### src/hdl/ipb_pkg.sv
// Constants, field layout and state types for the interrupt priority field bank
package ipb_pkg;

    // Bus geometry
    localparam int unsigned ADDR_W = 4;
    localparam int unsigned DATA_W = 32;
    localparam int unsigned WORD_W = 16;
    localparam logic [ADDR_W-1:0] OFF_WORD_A = 4'h0;
    localparam logic [ADDR_W-1:0] OFF_WORD_B = 4'h4;
    localparam logic [1:0] RESP_OKAY = 2'h0;
    localparam logic [1:0] RESP_SLVERR = 2'h2;

    // Priority encoding
    localparam int unsigned PRIO_W = 3;
    localparam logic [PRIO_W-1:0] PRIO_OFF = 3'h0;
    localparam logic [PRIO_W-1:0] PRIO_MIN = 3'h1;
    localparam logic [PRIO_W-1:0] PRIO_MAX = 3'h7;
    localparam logic [PRIO_W-1:0] PRIO_RESET = 3'h4;

    // Sources, in field order
    localparam int unsigned NUM_SRC = 7;
    localparam int unsigned SRC_UART_D_ERROR = 0;
    localparam int unsigned SRC_TWI_C_MASTER = 1;
    localparam int unsigned SRC_TWI_C_SLAVE = 2;
    localparam int unsigned SRC_SERIAL_C_EVENT = 3;
    localparam int unsigned SRC_SERIAL_C_FAULT = 4;
    localparam int unsigned SRC_UART_D_TRANSMIT = 5;
    localparam int unsigned SRC_UART_D_RECEIVE = 6;

    // Lowest bit of each field within its word, and which word holds it
    localparam int unsigned SRC_POS [NUM_SRC] = '{12, 4, 0, 12, 8, 4, 0};
    localparam logic [NUM_SRC-1:0] SRC_IN_WORD_B = 7'h78;

    // Implemented bits of each word; all others read zero
    localparam logic [WORD_W-1:0] MASK_WORD_A = 16'h7077;
    localparam logic [WORD_W-1:0] MASK_WORD_B = 16'h7777;

    typedef logic [PRIO_W-1:0] ipb_prio_t;

    typedef struct packed {
        logic aw_held;
        logic [ADDR_W-1:0] awaddr;
        logic w_held;
        logic [WORD_W-1:0] wdata;
        logic [1:0] wstrb;
        logic bvalid;
        logic [1:0] bresp;
        logic rvalid;
        logic [DATA_W-1:0] rdata;
        logic [1:0] rresp;
    } ipb_axi_s;

    localparam ipb_axi_s AXI_RESET = '{
        aw_held: 1'b0, awaddr: 4'h0, w_held: 1'b0, wdata: 16'h0, wstrb: 2'h0,
        bvalid: 1'b0, bresp: 2'h0, rvalid: 1'b0, rdata: 32'h0, rresp: 2'h0
    };

    typedef struct packed {
        ipb_prio_t prio;
        logic active;
    } ipb_cell_s;

    localparam ipb_cell_s CELL_RESET = '{prio: PRIO_RESET, active: 1'b0};

endpackage : ipb_pkg

### src/hdl/ipb_bank.sv
// Interrupt priority field bank behind an AXI4-Lite slave
`timescale 1ns/1ps
// Functional notes
// - Three-bit fields; all ones is level 7
// - Code one is level 1, linear between
// - Code zero disables the source entirely
// - Unimplemented bits read back as zero
// - Word A bits 14:12 hold UART error
// - Word A bits 6:4 hold TWI master
// - Word A bits 2:0 hold TWI slave
// - Word B bits 10:8 hold serial fault
// - Word B bits 6:4 hold UART transmit
module ipb_bank
    import ipb_pkg::*;
(
    // Clock and reset
    input wire logic aclk,
    input wire logic aresetn,
    // AXI4-Lite write address
    input wire logic s_axi_awvalid,
    output logic s_axi_awready,
    input wire logic [ADDR_W-1:0] s_axi_awaddr,
    input wire logic [2:0] s_axi_awprot,
    // AXI4-Lite write data
    input wire logic s_axi_wvalid,
    output logic s_axi_wready,
    input wire logic [DATA_W-1:0] s_axi_wdata,
    input wire logic [3:0] s_axi_wstrb,
    // AXI4-Lite write response
    output logic s_axi_bvalid,
    input wire logic s_axi_bready,
    output logic [1:0] s_axi_bresp,
    // AXI4-Lite read address
    input wire logic s_axi_arvalid,
    output logic s_axi_arready,
    input wire logic [ADDR_W-1:0] s_axi_araddr,
    input wire logic [2:0] s_axi_arprot,
    // AXI4-Lite read data
    output logic s_axi_rvalid,
    input wire logic s_axi_rready,
    output logic [DATA_W-1:0] s_axi_rdata,
    output logic [1:0] s_axi_rresp,
    // Interrupt sources (flag and enable already combined)
    input wire logic [NUM_SRC-1:0] src_req,
    // To arbitration
    output ipb_prio_t [NUM_SRC-1:0] src_level,
    output logic [NUM_SRC-1:0] src_active
);

    ipb_axi_s q;
    ipb_axi_s d;
    logic wr_fire;
    logic [NUM_SRC-1:0] fld_wr;
    logic [WORD_W-1:0] word_a;
    logic [WORD_W-1:0] word_b;

    // Protection attributes carry no meaning for this bank
    logic unused_prot;
    assign unused_prot = ^{s_axi_awprot, s_axi_arprot};

    assign s_axi_awready = !q.aw_held && !q.bvalid;
    assign s_axi_wready = !q.w_held && !q.bvalid;
    assign s_axi_arready = !q.rvalid;
    assign wr_fire = q.aw_held && q.w_held && !q.bvalid;

    // Field cells and their write decode
    for (genvar i = 0; i < NUM_SRC; i++) begin : g_cell
        localparam int unsigned POS = SRC_POS[i];
        logic hit;
        assign hit = SRC_IN_WORD_B[i] ? (q.awaddr == OFF_WORD_B) : (q.awaddr == OFF_WORD_A);
        // Each field sits inside one byte lane, so one strobe governs it
        assign fld_wr[i] = wr_fire && hit && q.wstrb[POS/8];
        ipb_prio_cell u_cell (
            .aclk(aclk),
            .aresetn(aresetn),
            .wr_en(fld_wr[i]),
            .wr_data(q.wdata[POS +: PRIO_W]),
            .src_req(src_req[i]),
            .level(src_level[i]),
            .active(src_active[i])
        );
    end

    // Read words: fields placed at their positions, every other bit zero
    always_comb begin
        word_a = '0;
        word_b = '0;
        for (int i = 0; i < NUM_SRC; i++) begin
            if (SRC_IN_WORD_B[i]) begin
                word_b[SRC_POS[i] +: PRIO_W] = src_level[i];
            end else begin
                word_a[SRC_POS[i] +: PRIO_W] = src_level[i];
            end
        end
        word_a = word_a & MASK_WORD_A;
        word_b = word_b & MASK_WORD_B;
    end

    always_comb begin
        d = q;
        if (s_axi_awvalid && s_axi_awready) begin
            d.aw_held = 1'b1;
            d.awaddr = s_axi_awaddr;
        end
        if (s_axi_wvalid && s_axi_wready) begin
            d.w_held = 1'b1;
            d.wdata = s_axi_wdata[WORD_W-1:0];
            d.wstrb = s_axi_wstrb[1:0];
        end
        if (wr_fire) begin
            d.aw_held = 1'b0;
            d.w_held = 1'b0;
            d.bvalid = 1'b1;
            d.bresp = (q.awaddr == OFF_WORD_A || q.awaddr == OFF_WORD_B) ? RESP_OKAY
                                                                            : RESP_SLVERR;
        end
        if (q.bvalid && s_axi_bready) begin
            d.bvalid = 1'b0;
        end
        if (s_axi_arvalid && s_axi_arready) begin
            d.rvalid = 1'b1;
            d.rresp = RESP_OKAY;
            if (s_axi_araddr == OFF_WORD_A) begin
                d.rdata = {16'h0, word_a};
            end else if (s_axi_araddr == OFF_WORD_B) begin
                d.rdata = {16'h0, word_b};
            end else begin
                d.rdata = 32'h0;
                d.rresp = RESP_SLVERR;
            end
        end
        if (q.rvalid && s_axi_rready) begin
            d.rvalid = 1'b0;
        end
    end

    always_ff @(posedge aclk) begin
        if (!aresetn) begin
            q <= AXI_RESET;
        end else begin
            q <= d;
        end
    end

    assign s_axi_bvalid = q.bvalid;
    assign s_axi_bresp = q.bresp;
    assign s_axi_rvalid = q.rvalid;
    assign s_axi_rdata = q.rdata;
    assign s_axi_rresp = q.rresp;
endmodule : ipb_bank

### src/hdl/ipb_prio_cell.sv
// One three-bit priority field with its source gate
`timescale 1ns/1ps
module ipb_prio_cell
    import ipb_pkg::*;
(
    // Clock and reset
    input wire logic aclk,
    input wire logic aresetn,
    // Field write
    input wire logic wr_en,
    input wire ipb_prio_t wr_data,
    // Source side
    input wire logic src_req,
    output ipb_prio_t level,
    output logic active
);

    ipb_cell_s q;
    ipb_cell_s d;

    always_comb begin
        d = q;
        if (wr_en) begin
            d.prio = wr_data;
        end
        // A zero field masks the source whatever its flag and enable say
        d.active = src_req && (q.prio != PRIO_OFF);
    end

    always_ff @(posedge aclk) begin
        if (!aresetn) begin
            q <= CELL_RESET;
        end else begin
            q <= d;
        end
    end

    assign level = q.prio;
    assign active = q.active;
endmodule : ipb_prio_cell

### config.mk
export PLATFORM = sky130hd
export DESIGN_NAME = ipb_bank
export DESIGN_NICKNAME = d
export VERILOG_FILES = /design/src/hdl/ipb_pkg.sv /design/src/hdl/ipb_bank.sv /design/src/hdl/ipb_prio_cell.sv
export SDC_FILE = /design/constraint.sdc
export NUM_CORES = 1
export LEC_CHECK = 0
export ABC_AREA = 1
export BUFFER_PORTS_ARGS = -buffer_cell sky130_fd_sc_hd__buf_2
export CAP_MARGIN = 20
export CORE_UTILIZATION = 45
export DETAILED_ROUTE_END_ITERATION = 7
export HOLD_SLACK_MARGIN = 0.02
export PLACE_DENSITY = 0.77
export SYNTH_ARGS = -nofsm -noshare
export SYNTH_HDL_FRONTEND = slang
export SYNTH_SLANG_ARGS = --single-unit
### constraint.sdc
create_clock -name aclk -period 2 [get_ports aclk]
set_input_delay 0.2 -clock aclk [delete_from_list [all_inputs] [get_ports aclk]]
set_output_delay 0.2 -clock aclk [all_outputs]
set_load 0.02 [all_outputs]
==> flow_summary.yaml <==
yosys:
  synth_area_sq_um: 2980
  yosys_warnings: 0
  synthXorXnorAreaFrac_pct: 0
  synth_top_family_by_area: "simple AND/OR/NAND/NOR gates"
  synth.top_cell.area_share_pct: 43.0
  synth_adder_area_share_pct: 0
  synth_cell_type_count: 24
  synth_most_common_cell: "nor2_1"
  async_flop_share_pct: 0
  ys_seq_area_share_pct: 43.0
  synth_edf_count: 0
  syn_inst: 409
  synth_compound_area_share_pct: 8.57
  muxShareOfSynthArea_pct: 0
  synth_common_cells: "nor2_1 (67), dfxtp_1 (64), nand2_1 (58)"
  yosys.area_share.simple_pct: 28.8
  synthFlopType: "dfxtp_1"
  synth_top_cell_by_area: "dfxtp_1"
  synth_top_cells_by_area: "dfxtp_1 (43%), buf_4 (12%), nor2_1 (8.4%), nand2_1 (7.3%), nand3_1 (7.2%)"
  ys_ff_latch: 64
  avgSynthCellArea_sq_um: 7.28
worst_setup_path:
  crit_family: "simple AND/OR/NAND/NOR gates"
  crit_path_cell_trace: "inv_1, nand2_1, nor2_2, nand3_2, nand2_1, inv_1, nor2_1"
  cp_max_fo: 14
  critPathCaptureType: "flop"
  cp-startpoint: "q[57]"
  path_depth: 7
  r2r-start: "q[57]"
  crit_buf_inv: 2
  crit_path_start_kind: "flop"
  cp_slowest_cell: "nor2_2"
  reg2reg_depth: 7
  arrival_ps: 1750
  reg2reg_to: "g_cell[5].u_cell.level[0]"
  worstSetupPathType: "reg -> reg"
  crit_path_max_incr_delay_ps: 460
  r2r_slack_ps: 520
  worstPathRequired_ps: 2270
floorplanning:
  die_h_um: 83.3
  fp-row-count: 29
  initial_core_util_pct: 46.6
  core-area_sq_um: 6390
  io_pins: 133
  die_x_um: 83.3
  die_area_sq_um: 6950
power_and_ir_drop:
  peakVddDrop_mv: 0.441
  p_leak_nw: 1.66
  powerDensity_nw_per_um2: 839
route:
  vias_per_cell: 4.72
  drt-total-wl_um: 6130
  wire_per_inst_um: 11.2
  first_pass_iters: 4
  wl_met2_um: 2700
  drc_errors: 0
  met3_length_um: 351
  antenna_left: 0
  topRoutingLayerUsed: "met4"
  num_vias: 2578
  wl_met1_um: 3000
  drtIter0Drc: 167
run_status:
  status: "completed"
cts:
  cts_sinks: 64
  clk_pin_slew_ps: 70
  clk_latency_ps: 330
  ctsResizeCount: 0
  clockBufferDepth: 2
  ctsHoldBuffers: 0
  numCtsBuffers: 9
  postCtsSetupBuffers: 0
  cts_tree: "yes"
  clockRootBuffer: "clkbuf_8"
  htreeDepth: 3
timing:
  fin_crit_ps: 1480
  setup_ws_ps: 519
  maxSlewViolCount: 0
  hold_viol: 0
  rsz0062_at_grt: "false"
  setup_viol: 0
  tns_ps: 0
  tightest_slew_ps: 613
  worst_slew_margin_rel_pct: 59.1
  max_freq_mhz: 675
  skew_ps: 6.72
  fin_crit_sh_pct: 74.1
finish:
  drive_gt1_share_pct: 23.2
  final_nets: 528
  area_growth_pct: 12.1
  diodes: 0
global_route:
  grt_first_pass_wirelength_um: 10300
  grt_start_max_net_pins: 48
  antenna_found_initial: 0
  grt_usage_pct: 18.5
  grt_overflow: 0
  grt_pass1_vias: 2277
placed_design:
  pre_cts_ws_ps: 548
  gp_congestion: 0.802
  port_buffers: 82
  dp_hpwl_um: 4340
run:
  maxCapViolations: 0
hold_path:
  min_path_type: "in -> reg"
  min_from: "src_req[6]"
  min_to: "g_cell[6].u_cell.active"
  holdPathStages: 3
worst register-to-register path, stage by stage, from the launching register on:
cell     delay, ps
dfxtp_1        320
inv_1           70
nand2_1         80
nor2_2         460
nand3_2        240
nand2_1        120
inv_1           40
nor2_1          80
routing by layer:
layer  vias up  global-route usage (%)
met4         0                    8.78
li1       1350                       -
met3         8                    4.57
met1      1128                    24.4
met5         -                       0
met2        92                    28.3
worst max path at each step:
| stage | end | slack, ps |
|---|---|---|
| finish | g_cell[5].u_cell.level[0] | 520 |
| global route | s_axi_rdata[5] | 390 |
| CTS | g_cell[5].u_cell.level[0] | 530 |
| detailed placement | g_cell[5].u_cell.level[0] | 550 |
| global placement | g_cell[6].u_cell.level[2] | 550 |
| floorplan | q[46] | 600 |
report_power, final:
part	switching (mW)	total [mW]	internal, mW
clock network	0.479	1.03	0.551
registers	0.0516	1.39	1.34
logic	0.261	0.377	0.116
total	0.791	2.80	2.01
cells in the final DEF, fill, tap and decap left out, drive strengths merged:
master / netlist / routed
clkinv: 0 / 1
buf: 56 / 83
a21oi: 25 / 25
nor2: 73 / 73
o21a: 1 / 1
nand3: 46 / 46
nand2: 59 / 59
clkinvlp: 0 / 1
clkbuf: 4 / 14
nor3: 2 / 2
conb: 1 / 22
nand4: 12 / 12
dfxtp: 64 / 64
o31ai: 3 / 3
inv: 43 / 43
o21ai: 20 / 20
final cells by class:
class                      instances  area, sq um
clock buffer                      14          173
timing repair buffer              83          418
tap                               77         96.3
inverter                          43          161
fill                             656         3050
multi-input combinational        263         1200
clock inverter                     2         12.5
sequential                        64         1280
registers in the layout, indices dropped and copies added (netlist names):
register / cells
g_cell.u_cell.level: 21
q: 20
s_axi_bvalid: 1
s_axi_rresp: 1
s_axi_bresp: 1
g_cell.u_cell.active: 7
s_axi_rdata: 12
s_axi_rvalid: 1
cell families after synthesis:
| logic type | after synthesis |
|---|---|
| AOI/OAI and AO/OA | 49 |
| buffers and inverters | 103 |
| DFF | 64 |
| other | 1 |
| and+or+nand+nor | 192 |
stage by stage:
stage	utilization (%)	hold WS (ps)	total power, mW	cell area (sq um)	std cells
finish	52.3	87.6	2.80	3340	546
global route	52.3	80.9	2.94	3340	546
CTS	52.3	71.9	2.82	3340	546
detailed placement	49.4	436	1.80	3150	530
global placement	49.4	432	1.79	3150	530
floorplan	-	324	1.76	3060	430
Note: power is estimated with default switching activity, not from simulation.
